--- src/hw/mgp_pkg.sv ---
/*
 * Shared constants and state types of the management and test port pins.
 * Assumes a 100 MHz system clock and pins synchronised before use.
 */
package mgp_pkg;

  // ****************************************
  // Timing
  // ****************************************
  localparam int CLK_MHZ = 100;
  localparam int RST_HOLD_US = 10;
  localparam int RST_HOLD_CYC = RST_HOLD_US * CLK_MHZ;

  // ****************************************
  // Management frame layout
  // ****************************************
  localparam int HDR_BITS = 14;
  localparam int DATA_BITS = 16;
  localparam int HDR_ST_MSB = 13;
  localparam int HDR_OP_MSB = 11;
  localparam int HDR_PA_MSB = 9;
  localparam int HDR_DA_MSB = 4;
  localparam logic [1:0] ST_C22 = 2'h1;
  localparam logic [1:0] ST_C45 = 2'h0;
  localparam logic [1:0] OP22_WR = 2'h1;
  localparam logic [1:0] OP22_RD = 2'h2;
  localparam logic [1:0] OP45_ADR = 2'h0;
  localparam logic [1:0] OP45_WR = 2'h1;
  localparam logic [1:0] OP45_RDI = 2'h2;
  localparam logic [1:0] OP45_RD = 2'h3;
  localparam logic [4:0] LAST_BIT = 5'h0f;
  localparam logic [4:0] HDR_LAST = 5'h0d;

  // ****************************************
  // Test port
  // ****************************************
  localparam int IR_BITS = 4;
  localparam logic [3:0] IR_CAPTURE = 4'h1;
  localparam logic [3:0] IR_RESET = 4'hf;

  typedef enum logic [2:0] {
    M_IDLE = 3'h0,
    M_HDR = 3'h1,
    M_TA1 = 3'h2,
    M_TA2 = 3'h3,
    M_RDAT = 3'h4,
    M_WDAT = 3'h5
  } mgp_mstate_t;

  typedef enum logic [3:0] {
    T_TLR = 4'hf, T_RTI = 4'hc, T_SEL_DR = 4'h7, T_CAP_DR = 4'h6,
    T_SH_DR = 4'h2, T_EX1_DR = 4'h1, T_PA_DR = 4'h3, T_EX2_DR = 4'h0,
    T_UPD_DR = 4'h5, T_SEL_IR = 4'h4, T_CAP_IR = 4'he, T_SH_IR = 4'ha,
    T_EX1_IR = 4'h9, T_PA_IR = 4'hb, T_EX2_IR = 4'h8, T_UPD_IR = 4'hd
  } mgp_tap_t;

endpackage

--- src/hw/mgp_sync2.sv ---
/*
 * Two flip-flop synchroniser for a bundle of pin levels.
 * Assumes each bit is a slow level or a clock far below the system clock.
 */
`timescale 1ns/1ns
module mgp_sync2 #(
  parameter int W = 1
) (
  input wire logic clock,
  input wire logic sys_rst,
  input wire logic [W-1:0] d,
  output logic [W-1:0] q
);

  logic [W-1:0] meta_ff;
  logic [W-1:0] q_ff;

  always_ff @(posedge clock or posedge sys_rst) begin
    if (sys_rst) begin
      meta_ff <= '0;
      q_ff <= '0;
    end else begin
      meta_ff <= d;
      q_ff <= meta_ff;
    end
  end

  assign q = q_ff;

endmodule // mgp_sync2

--- src/hw/mgp_top.sv ---
/*
 * Management serial port and boundary-scan port pin logic.
 * Assumes MDC and TCK run far below the 100 MHz clock; read data on
 * mgmt_rd_data is valid two MDC periods after mgmt_rd pulses.
 */
// Summary of operation
// - Lowest address strap never matched; exported as a general input level.
// - MDC is the only management clock; all MDIO timing follows its edges.
// - While device reset is low, MDIO and TDO float.
// - Register power down keeps management reads and writes working.
// - Status is marked unreliable while either power down is active.
// - Pin power down floats MDIO; register power down keeps driving it.
// - TDI shifts instructions and data in while the test port runs.
// - TDO shifts out in shift states, otherwise high impedance.
// - TMS steers the test access port controller state.
// - TCK clocks controller state and test data; tied low when unused.
// - Answer only when frame address bits 4:1 equal straps and bit 0 is 0.
// - Clause select high picks 22, low picks 45; taken only at reset.
`timescale 1ns/1ns
module mgp_top (
  input wire logic clock,
  input wire logic sys_rst,
  input wire logic device_reset_n,
  input wire logic soft_reset,
  input wire logic pin_power_down_low,
  input wire logic reg_power_down,
  input wire logic clause_select,
  input wire logic [4:0] port_address_straps,
  input wire logic mdc,
  input wire logic mdio_in,
  output logic mdio_out,
  output logic mdio_oe,
  input wire logic tck,
  input wire logic tms,
  input wire logic tdi,
  output logic tdo_out,
  output logic tdo_oe,
  input wire logic [15:0] mgmt_rd_data,
  output logic mgmt_rd,
  output logic mgmt_wr,
  output logic [4:0] mgmt_dev,
  output logic [15:0] mgmt_addr,
  output logic [15:0] mgmt_wdata,
  output logic spare_strap_level,
  output logic status_valid,
  output logic [3:0] jtag_instr
);

  // ****************************************
  // Pin synchronisers
  // ****************************************
  logic [12:0] pins_s;
  logic mdc_s, mdio_s, tck_s, tms_s, tdi_s, rstn_s, pdn_s, clause_s;
  logic spare_s;
  logic [3:0] straps_s;

  mgp_sync2 #(.W(13)) u_sync (
    .clock(clock),
    .sys_rst(sys_rst),
    .d({mdc, mdio_in, tck, tms, tdi, device_reset_n, pin_power_down_low,
        clause_select, port_address_straps}),
    .q(pins_s)
  );

  assign {mdc_s, mdio_s, tck_s, tms_s, tdi_s, rstn_s, pdn_s, clause_s,
          straps_s, spare_s} = pins_s;

  logic dev_rst, pd_pin;
  assign dev_rst = ~rstn_s;
  assign pd_pin = ~pdn_s;

  // ****************************************
  // Edges, straps and clause latch
  // ****************************************
  logic mdc_d_ff, tck_d_ff, c22_ff, spare_ff, stat_ok_ff;
  logic nxt_c22, nxt_stat_ok;
  logic mdc_rise, tck_rise, tck_fall;

  assign mdc_rise = mdc_s & ~mdc_d_ff;
  assign tck_rise = tck_s & ~tck_d_ff;
  assign tck_fall = ~tck_s & tck_d_ff;

  always_comb begin
    nxt_c22 = (dev_rst | soft_reset) ? clause_s : c22_ff;
    nxt_stat_ok = ~(pd_pin | reg_power_down);
  end

  always_ff @(posedge clock or posedge sys_rst) begin
    if (sys_rst) begin
      mdc_d_ff <= 1'b0;
      tck_d_ff <= 1'b0;
      c22_ff <= 1'b0;
      spare_ff <= 1'b0;
      stat_ok_ff <= 1'b0;
    end else begin
      mdc_d_ff <= mdc_s;
      tck_d_ff <= tck_s;
      c22_ff <= nxt_c22;
      spare_ff <= spare_s;
      stat_ok_ff <= nxt_stat_ok;
    end
  end

  // ****************************************
  // Frame decoding
  // ****************************************
  function automatic logic addr_match(input logic [13:0] h,
                                      input logic [3:0] st);
    addr_match = (h[mgp_pkg::HDR_PA_MSB -: 4] == st) &&
                 !h[mgp_pkg::HDR_PA_MSB-4];
  endfunction

  function automatic logic st_ok(input logic [13:0] h, input logic c22);
    st_ok = h[mgp_pkg::HDR_ST_MSB -: 2] ==
            (c22 ? mgp_pkg::ST_C22 : mgp_pkg::ST_C45);
  endfunction

  function automatic logic is_rd(input logic [1:0] op, input logic c22);
    is_rd = c22 ? (op == mgp_pkg::OP22_RD) :
                  (op == mgp_pkg::OP45_RD || op == mgp_pkg::OP45_RDI);
  endfunction

  // ****************************************
  // Management frame engine
  // ****************************************
  mgp_pkg::mgp_mstate_t mst_ff, nxt_mst;
  logic [4:0] cnt_ff, nxt_cnt;
  logic [13:0] hdr_ff, nxt_hdr, hdr_in;
  logic [15:0] sh_ff, nxt_sh;
  logic [15:0] c45a_ff, nxt_c45a;
  logic pre_ff, nxt_pre, act_ff, nxt_act, rd_ff, nxt_rd;
  logic drv_ff, nxt_drv, mout_ff, nxt_mout, moe_ff, nxt_moe;
  logic mrd_ff, nxt_mrd, mwr_ff, nxt_mwr;
  logic [4:0] mdev_ff, nxt_mdev;
  logic [15:0] maddr_ff, nxt_maddr, mwd_ff, nxt_mwd;
  logic [1:0] op_q;

  assign hdr_in = {hdr_ff[12:0], mdio_s};
  assign op_q = hdr_ff[mgp_pkg::HDR_OP_MSB -: 2];

  always_comb begin
    nxt_mst = mst_ff;
    nxt_cnt = cnt_ff;
    nxt_hdr = hdr_ff;
    nxt_sh = sh_ff;
    nxt_c45a = c45a_ff;
    nxt_pre = pre_ff;
    nxt_act = act_ff;
    nxt_rd = rd_ff;
    nxt_drv = drv_ff;
    nxt_mout = mout_ff;
    nxt_mrd = 1'b0;
    nxt_mwr = 1'b0;
    nxt_mdev = mdev_ff;
    nxt_maddr = maddr_ff;
    nxt_mwd = mwd_ff;
    if (mdc_rise) begin
      case (mst_ff)
        mgp_pkg::M_IDLE: begin
          if (mdio_s) begin
            nxt_pre = 1'b1;
          end else if (pre_ff) begin
            nxt_mst = mgp_pkg::M_HDR;
            nxt_hdr = 14'h0000;
            nxt_cnt = 5'h01;
          end
        end
        mgp_pkg::M_HDR: begin
          nxt_hdr = hdr_in;
          nxt_cnt = cnt_ff + 5'h01;
          if (cnt_ff == mgp_pkg::HDR_LAST) begin
            nxt_act = addr_match(hdr_in, straps_s) && st_ok(hdr_in, c22_ff);
            nxt_rd = is_rd(hdr_in[mgp_pkg::HDR_OP_MSB -: 2], c22_ff);
            nxt_mst = mgp_pkg::M_TA1;
            nxt_mdev = hdr_in[mgp_pkg::HDR_DA_MSB:0];
            nxt_maddr = c22_ff ? {11'h000, hdr_in[mgp_pkg::HDR_DA_MSB:0]} :
                        c45a_ff;
            nxt_mrd = nxt_act & nxt_rd;
          end
        end
        mgp_pkg::M_TA1: begin
          // drive zero in second turnaround slot
          nxt_drv = act_ff & rd_ff;
          nxt_mout = 1'b0;
          nxt_mst = mgp_pkg::M_TA2;
        end
        mgp_pkg::M_TA2: begin
          nxt_cnt = 5'h00;
          if (rd_ff) begin
            nxt_mout = mgmt_rd_data[15];
            nxt_sh = {mgmt_rd_data[14:0], 1'b0};
            nxt_mst = mgp_pkg::M_RDAT;
          end else begin
            nxt_mst = mgp_pkg::M_WDAT;
          end
        end
        mgp_pkg::M_RDAT: begin
          if (cnt_ff == mgp_pkg::LAST_BIT) begin
            nxt_drv = 1'b0;
            nxt_pre = 1'b0;
            nxt_mst = mgp_pkg::M_IDLE;
            if (act_ff && !c22_ff && op_q == mgp_pkg::OP45_RDI) begin
              nxt_c45a = c45a_ff + 16'h0001;
            end
          end else begin
            nxt_mout = sh_ff[15];
            nxt_sh = {sh_ff[14:0], 1'b0};
            nxt_cnt = cnt_ff + 5'h01;
          end
        end
        mgp_pkg::M_WDAT: begin
          nxt_sh = {sh_ff[14:0], mdio_s};
          nxt_cnt = cnt_ff + 5'h01;
          if (cnt_ff == mgp_pkg::LAST_BIT) begin
            nxt_pre = 1'b0;
            nxt_mst = mgp_pkg::M_IDLE;
            if (act_ff && !c22_ff && op_q == mgp_pkg::OP45_ADR) begin
              nxt_c45a = nxt_sh;
            end else if (act_ff) begin
              nxt_mwr = 1'b1;
              nxt_mwd = nxt_sh;
            end
          end
        end
        default: begin
          nxt_mst = mgp_pkg::M_IDLE;
        end
      endcase
    end
    if (dev_rst) begin
      nxt_mst = mgp_pkg::M_IDLE;
      nxt_pre = 1'b0;
      nxt_drv = 1'b0;
    end
    // pin power down floats, register power down does not
    nxt_moe = nxt_drv & ~dev_rst & ~pd_pin;
  end

  always_ff @(posedge clock or posedge sys_rst) begin
    if (sys_rst) begin
      mst_ff <= mgp_pkg::M_IDLE;
      cnt_ff <= 5'h00;
      hdr_ff <= 14'h0000;
      sh_ff <= 16'h0000;
      c45a_ff <= 16'h0000;
      pre_ff <= 1'b0;
      act_ff <= 1'b0;
      rd_ff <= 1'b0;
      drv_ff <= 1'b0;
      mout_ff <= 1'b0;
      moe_ff <= 1'b0;
      mrd_ff <= 1'b0;
      mwr_ff <= 1'b0;
      mdev_ff <= 5'h00;
      maddr_ff <= 16'h0000;
      mwd_ff <= 16'h0000;
    end else begin
      mst_ff <= nxt_mst;
      cnt_ff <= nxt_cnt;
      hdr_ff <= nxt_hdr;
      sh_ff <= nxt_sh;
      c45a_ff <= nxt_c45a;
      pre_ff <= nxt_pre;
      act_ff <= nxt_act;
      rd_ff <= nxt_rd;
      drv_ff <= nxt_drv;
      mout_ff <= nxt_mout;
      moe_ff <= nxt_moe;
      mrd_ff <= nxt_mrd;
      mwr_ff <= nxt_mwr;
      mdev_ff <= nxt_mdev;
      maddr_ff <= nxt_maddr;
      mwd_ff <= nxt_mwd;
    end
  end

  // ****************************************
  // Test access port
  // ****************************************
  function automatic mgp_pkg::mgp_tap_t tap_next(input mgp_pkg::mgp_tap_t s,
                                                 input logic m);
    case (s)
      mgp_pkg::T_TLR: tap_next = m ? mgp_pkg::T_TLR : mgp_pkg::T_RTI;
      mgp_pkg::T_RTI: tap_next = m ? mgp_pkg::T_SEL_DR : mgp_pkg::T_RTI;
      mgp_pkg::T_SEL_DR: tap_next = m ? mgp_pkg::T_SEL_IR : mgp_pkg::T_CAP_DR;
      mgp_pkg::T_CAP_DR: tap_next = m ? mgp_pkg::T_EX1_DR : mgp_pkg::T_SH_DR;
      mgp_pkg::T_SH_DR: tap_next = m ? mgp_pkg::T_EX1_DR : mgp_pkg::T_SH_DR;
      mgp_pkg::T_EX1_DR: tap_next = m ? mgp_pkg::T_UPD_DR : mgp_pkg::T_PA_DR;
      mgp_pkg::T_PA_DR: tap_next = m ? mgp_pkg::T_EX2_DR : mgp_pkg::T_PA_DR;
      mgp_pkg::T_EX2_DR: tap_next = m ? mgp_pkg::T_UPD_DR : mgp_pkg::T_SH_DR;
      mgp_pkg::T_UPD_DR: tap_next = m ? mgp_pkg::T_SEL_DR : mgp_pkg::T_RTI;
      mgp_pkg::T_SEL_IR: tap_next = m ? mgp_pkg::T_TLR : mgp_pkg::T_CAP_IR;
      mgp_pkg::T_CAP_IR: tap_next = m ? mgp_pkg::T_EX1_IR : mgp_pkg::T_SH_IR;
      mgp_pkg::T_SH_IR: tap_next = m ? mgp_pkg::T_EX1_IR : mgp_pkg::T_SH_IR;
      mgp_pkg::T_EX1_IR: tap_next = m ? mgp_pkg::T_UPD_IR : mgp_pkg::T_PA_IR;
      mgp_pkg::T_PA_IR: tap_next = m ? mgp_pkg::T_EX2_IR : mgp_pkg::T_PA_IR;
      mgp_pkg::T_EX2_IR: tap_next = m ? mgp_pkg::T_UPD_IR : mgp_pkg::T_SH_IR;
      mgp_pkg::T_UPD_IR: tap_next = m ? mgp_pkg::T_SEL_DR : mgp_pkg::T_RTI;
      default: tap_next = mgp_pkg::T_TLR;
    endcase
  endfunction

  mgp_pkg::mgp_tap_t tap_ff, nxt_tap;
  logic [3:0] irs_ff, nxt_irs, ir_ff, nxt_ir;
  logic byp_ff, nxt_byp, tout_ff, nxt_tout, toe_ff, nxt_toe;
  logic shifting;

  assign shifting = (tap_ff == mgp_pkg::T_SH_DR) ||
                    (tap_ff == mgp_pkg::T_SH_IR);

  always_comb begin
    nxt_tap = tap_ff;
    nxt_irs = irs_ff;
    nxt_ir = ir_ff;
    nxt_byp = byp_ff;
    nxt_tout = tout_ff;
    // TCK rise moves state and data
    if (tck_rise) begin
      nxt_tap = tap_next(tap_ff, tms_s);
      case (tap_ff)
        mgp_pkg::T_TLR: nxt_ir = mgp_pkg::IR_RESET;
        mgp_pkg::T_CAP_IR: nxt_irs = mgp_pkg::IR_CAPTURE;
        mgp_pkg::T_SH_IR: nxt_irs = {tdi_s, irs_ff[3:1]};
        mgp_pkg::T_UPD_IR: nxt_ir = irs_ff;
        mgp_pkg::T_CAP_DR: nxt_byp = 1'b0;
        mgp_pkg::T_SH_DR: nxt_byp = tdi_s;
        default: nxt_byp = byp_ff;
      endcase
    end
    if (tck_fall) begin
      nxt_tout = (tap_ff == mgp_pkg::T_SH_IR) ? irs_ff[0] : byp_ff;
    end
    if (dev_rst) begin
      nxt_tap = mgp_pkg::T_TLR;
      nxt_ir = mgp_pkg::IR_RESET;
    end
    nxt_toe = shifting & ~dev_rst;
  end

  always_ff @(posedge clock or posedge sys_rst) begin
    if (sys_rst) begin
      tap_ff <= mgp_pkg::T_TLR;
      irs_ff <= 4'h0;
      ir_ff <= mgp_pkg::IR_RESET;
      byp_ff <= 1'b0;
      tout_ff <= 1'b0;
      toe_ff <= 1'b0;
    end else begin
      tap_ff <= nxt_tap;
      irs_ff <= nxt_irs;
      ir_ff <= nxt_ir;
      byp_ff <= nxt_byp;
      tout_ff <= nxt_tout;
      toe_ff <= nxt_toe;
    end
  end

  assign mdio_out = mout_ff;
  assign mdio_oe = moe_ff;
  assign tdo_out = tout_ff;
  assign tdo_oe = toe_ff;
  assign mgmt_rd = mrd_ff;
  assign mgmt_wr = mwr_ff;
  assign mgmt_dev = mdev_ff;
  assign mgmt_addr = maddr_ff;
  assign mgmt_wdata = mwd_ff;
  assign spare_strap_level = spare_ff;
  assign status_valid = stat_ok_ff;
  assign jtag_instr = ir_ff;
endmodule // mgp_top
--- config.mk ---
export PLATFORM = sky130hd
export DESIGN_NAME = mgp_top
export DESIGN_NICKNAME = d
export VERILOG_FILES = /design/src/hw/mgp_pkg.sv /design/src/hw/mgp_sync2.sv /design/src/hw/mgp_top.sv
export SDC_FILE = /design/constraint.sdc
export NUM_CORES = 1
export LEC_CHECK = 0
export ABC_AREA = 1
export BUFFER_PORTS_ARGS = -buffer_cell sky130_fd_sc_hd__buf_2
export CAP_MARGIN = 10
export CORE_MARGIN = 2
export CORE_UTILIZATION = 35
export CTS_CLUSTER_DIAMETER = 100
export DETAILED_ROUTE_END_ITERATION = 8
export MAX_ROUTING_LAYER = met4
export PLACE_DENSITY = 0.56
export SYNTH_ARGS = -nofsm -noshare
export SYNTH_HDL_FRONTEND = slang
export SYNTH_HIERARCHICAL = 1
export SYNTH_SLANG_ARGS = --single-unit
--- constraint.sdc ---
create_clock -name clock -period 6.2 [get_ports clock]
set_input_delay 0.62 -clock clock [delete_from_list [all_inputs] [get_ports clock]]
set_output_delay 0.62 -clock clock [all_outputs]
set_load 0.05 [all_outputs]
### Word-level counts from Yosys, hierarchy flattened

Cells that the tools add are included.

* bits in registers: 144
* bits of input ports: 33
* output and inout bits: 49

* add/subtract/negate cells: 2
* equal/unequal tests: 44
* muxes and demuxes: 67
* bitwise gates (word level): 17
* reduce and logical (&&, ||, !) cells: 36

Operators by type and width (count)
* two-way mux 16 bit: 7
* case mux 16 bit (3 select lines): 1
* case mux 4 bit (12 select lines): 1
* equality test 4 bit, second input constant: 8
* case mux 16 bit (2 select lines): 1
* two-way mux 3 bit: 10
* two-way mux 13 bit: 2
* case mux 13 bit (2 select lines): 1
* two-way mux 1 bit: 22
* two-way mux 4 bit: 5
* != test 2 bit, second input constant: 10
* case mux 5 bit (4 select lines): 1
* != test 3 bit, second input constant: 6
* adder 16 x 1 -> 16 bit, second input constant: 1
* equality test 4 x 3 -> 1 bit, second input constant: 4
* case mux 4 bit (2 select lines): 2
* AND reduction 4 bit: 4
* two-way mux 5 bit: 3
* case mux 3 bit (5 select lines): 1
* AND reduction 5 bit: 3
* two-way mux 2 bit: 6
* equality test 5 x 4 -> 1 bit, second input constant: 2
* bitwise AND 1 bit: 8
* equality test 4 x 2 -> 1 bit, second input constant: 2
* 27 further kinds: 55

### Depth between registers and ports, before layout

* word-level depth: 7
* gate-level depth with buffers: 11
* depth with buffers taken out: 11

### By module

The synthesis kept the hierarchy.

Modules (own cells, without submodules)
* mgp_top: times used 1, cells each 745, area each 5865.6 µm², sequential area each 2962.8 µm²
* mgp_sync2: times used 1, cells each 27, area each 654.4 µm², sequential area each 650.6 µm²

### Worst setup path after synthesis

No wires, ideal clock.

* path kind: reg-to-reg
* start point: register cnt_ff[0]
* end point: register c45a_ff[0]
* setup time: 0.126 ns
* arrival: 1.563 ns
* data required time: 6.074 ns
* slack: 4.511 ns
* cell stages (with the launch flop): 11
* path buffers: 1
* period minus slack after synthesis: 1.689 ns
* cells stage by stage: dfrtp_1 -> ha_1 -> nand2_1 -> nor2_1 -> ha_1 -> inv_1 -> nor3_1 -> nand2_1 -> nor2_2 -> buf_4 -> o21ai_0

* word-level cells in the longest chain between the ends: 3
* elaborated cells on any way between the ends: 4

Ends and longest elaborated chain
* from (decl): line mgp_top.sv:127 `logic [4:0] cnt_ff, nxt_cnt;`
* from (signal assigned): line mgp_top.sv:259 `cnt_ff <= nxt_cnt;`
* equality test 5 x 4 -> 1 bit (*): line mgp_top.sv:198, mgp_top.sv:214
* != test 2 bit (no source line)
* AND reduction 6 bit (no source line) (*)
* to (signal assigned): line mgp_top.sv:262 `c45a_ff <= nxt_c45a;`
* to (decl): line mgp_top.sv:130 `logic [15:0] c45a_ff, nxt_c45a;`

Mark *: on every way between the ends. The rest lies on a longest branch, timed or not.
A chain may end at the register's enable or synchronous reset.

### Worst setup path in the final report

* start point: register cnt_ff[0]
* end point: register c45a_ff[12]

The elaborated chain is that of the path after synthesis.

==> reports/metrics.csv <==
stage;metric;value;unit
outcome;outcome;completed;
route;vias;5229;
floorplanning;dieWidth;140.5;um
synth;synthCells;772;
place;place_inst;1056;
sta;hold_violations;0;
clock_tree;cts_root_buf;clkbuf_16;
critical_path;cp-end-kind;flip-flop;
critical_path;cp_top_family;simple AND/OR/NAND/NOR gates;
power;leakage;0.003799;uW
sta;maxSlewHeadroom;38.65;%
sta;fin_crit_sh;37.31;%
sta;setup_tns;0;ns
route;via_per_inst;4.806;
cells_and_area;fillers;1844;
clock_tree;clkSinkCount;144;
grt;antenna_found_initial;0;
floorplanning;rows;49;
grt;track_usage;16.16;%
cells_and_area;fin_area;7639;sq um
sta;final_max_slew_viol_count;0;
cells_and_area;final_cells;1088;
sta;finClkSkew;0.008960;ns
floorplanning;core_area;18150;sq um
floorplanning;die_h;140.5;um
clock_tree;htreeDepth;4;
critical_path;cp-start-kind;flip-flop;
cells_and_area;drive_above_1_share;16.76;%
floorplanning;die-area;19740;sq um
critical_path;critPathMaxStageDelay;0.56;ns
critical_path;cp_num_buf_inv;1;
sta;setup_violations;0;
sta;fin_crit;2.313;ns
route;ant_nets;0;
critical_path;rrSetupSlack;3.89;ns
grt;grt_overflow_total;0;
floorplanning;io_pins;82;
place;gp_congestion;0.8470;
place;portBuffers;81;
critical_path;cp.arrival;2.68;ns
synth;netlist_area;6520;sq um
clock_tree;cts_tree;yes;
power;peakVddDrop;0.1982;mV
route;drt_wl_total;14930;um
power;power_density;297.8;nW/um^2
clock_tree;clkLatencyLatePin;0.43;ns
critical_path;crit_fanout;20;
clock_tree;cts_buffers;17;
clock_tree;cts_resized;0;
clock_tree;path_clk_slew;0.06;ns
grt;grt_pass1_vias;5049;
critical_path;crit_chain;ha_1 > nand2_1 > nor2_1 > ha_1 > inv_1 > nor3_1 > nand3_1 > nor2_1 > nand2_1 > nand2_1;
cells_and_area;nNetsFinal;883;
place;dpl-instance-area;7053;sq um
synth;synth_fp_nets;809;
route;wl_per_cell;13.72;um
clock_tree;clk_path_buf_depth;2;
synth;ys_seq_area_share;55.42;%
critical_path;path_common_cell;nand2_1;
sta;worst_pin_slew;0.9192;ns
synth;synth.avg_cell_area;8.446;sq um
place;dp_hpwl;10410;um
floorplanning;start_util;35.93;%
sta;rsz0062_at_grt;no;
synth;yosys.cell_types.count;34;
grt;grt_start_max_net_pins;73;
route;first_iter_violations;256;
route;drtPass1Iterations;5;
grt;grt_pass1_wl;24820;um
cells_and_area;synthToLayoutAreaGrowth;17.16;%
synth;ys_ff_latch;144;
sta;max_freq;0.4323;GHz
route;drc_errors;0;
min_path;min_path_type;input pin to flip-flop;
cells_and_area;diodes;0;
clock_tree;ctsHoldBuffers;0;
critical_path;cp.required;6.56;ns
critical_path;setup.worst_path.class;flip-flop to flip-flop;
flow_run;drv_cap;0;
critical_path;slowest_stage;nand3_1;
cells_and_area;fin_util;42.09;%
synth;yosys_warnings;6;
clock_tree;post_cts_buffers;0;
==> worst reg2reg max path, delay by kind of cell, from the launching register on <==
| family | cells | cell delay [ns] |
|---|---|---|
| adders and majority gates | 2 | 0.39 |
| buffers and inverters | 1 | 0.07 |
| DFF | 1 | 0.43 |
| and+or+nand+nor | 7 | 1.37 |
==> sequential cells by signal, indices dropped and copies added, names as in the netlist, 5 cells and up <==
name and count:
sh_ff 16, c45a_ff 16, u_sync/meta_ff 13, cnt_ff 5
mgmt_dev 5, u_sync/q 13, hdr_ff 13, mgmt_addr 16
mgmt_wdata 16
==> final cells by class <==
type                            instances  area [sq um]  area share, %
Clock buffer                           18         439.2          5.749
Clock inverter                         14         146.4          1.916
Inverter                               89         339.1          4.439
Multi-Input combinational cell        512          2401          31.43
Sequential cell                       144          3613          47.31
Tap cell                              229         286.5          3.751
Timing Repair Buffer                   82         412.9          5.405
==> cells in the final DEF (no fill, tap or decap), types with 2 or more instances in the layout <==
master      instances
nand2_1           213
dfrtp_1           136
inv_1              83
buf_2              81
nor2_1             78
o21ai_0            56
nand3_1            41
a21oi_1            26
o31ai_1            25
o21ai_1            18
clkbuf_16          17
nand4_1            12
nor3_1              9
dfstp_2             8
inv_6               6
a41oi_1             5
nor2_2              5
ha_1                4
inv_2               3
nand3_2             3
nor2_4              3
clkinv_4            3
inv_4               2
a31oi_1             2
o22ai_1             2
nand2_4             2
nand2_2             2
nand3b_1            2
inv_8               2
clkinvlp_4          2
==> cell usage after synthesis <==
master	number	share of area [%]
nand2_1	213	12
dfrtp_1	136	52
inv_1	84	4.8
nor2_1	78	4.5
o21ai_0	56	4.3
nand3_1	41	3.1
a21oi_1	26	2.0
o31ai_1	25	2.9
o21ai_1	18	1.4
nand4_1	12	1.2
buf_2	11	0.84
nor3_1	9	0.69
dfstp_2	8	3.2
clkbuf_1	6	0.35
a41oi_1	5	0.67
buf_6	5	0.86
nor2_2	5	0.48
buf_4	4	0.46
ha_1	4	0.77
inv_2	3	0.17
nand3_2	3	0.46
nor2_4	3	0.52
a31oi_1	2	0.19
nand2_2	2	0.19
nand2_4	2	0.35
nand3b_1	2	0.23
o22ai_1	2	0.19
a22oi_1	1	0.12
clkbuf_2	1	0.077
clkinv_1	1	0.058
inv_4	1	0.096
o2111ai_1	1	0.13
o21ai_2	1	0.13
or2_2	1	0.096
==> kinds of logic after synthesis <==
| group | after synthesis | synth area share [%] |
|---|---|---|
| AO/OA/AOI/OAI | 137 | 11.99 |
| adder cells (fa/ha/maj) | 4 | 0.7676 |
| buffers and inverters | 116 | 7.753 |
| flip-flops | 144 | 55.42 |
| AND/OR/NAND/NOR | 371 | 24.06 |
==> path summary, 6_finish.rpt <==
kind	start	endpoint	cells past startpoint
min reg2reg	u_sync/meta_ff[11]	u_sync/q[11]	0
max in group asynchronous	sys_rst	sh_ff[4]	3
max reg2reg	cnt_ff[0]	c45a_ff[12]	10
min in group asynchronous	sys_rst	spare_strap_level	2
min	port_address_straps[3]	u_sync/meta_ff[3]	1
max	cnt_ff[0]	c45a_ff[12]	10
==> power by group <==
part	switching, uW	internal [uW]	total, uW
registers	42.6	998	1040
clock network	441	577	1020
logic	153	63.1	216
==> layer usage <==
layer,vias up,global-route usage (%),share of wire [%]
li1,2660,-,-
met1,2442,19.98,46
met2,112,26.37,48
met3,15,3.897,4.0
met4,0,5.053,1.4
met5,-,-,0
==> stage by stage <==
stage	total power [uW]	setup WS (ns)	hold WS, ns
global placement	1275	3.983	0.3337
detailed placement	1274	3.882	0.3347
floorplan	1213	2.464	0.3312
global route	2381	3.481	0.2692
CTS	2300	3.874	0.2781
finish	2275	3.887	0.2904
No activity file was read; power rests on OpenSTA's default activity.
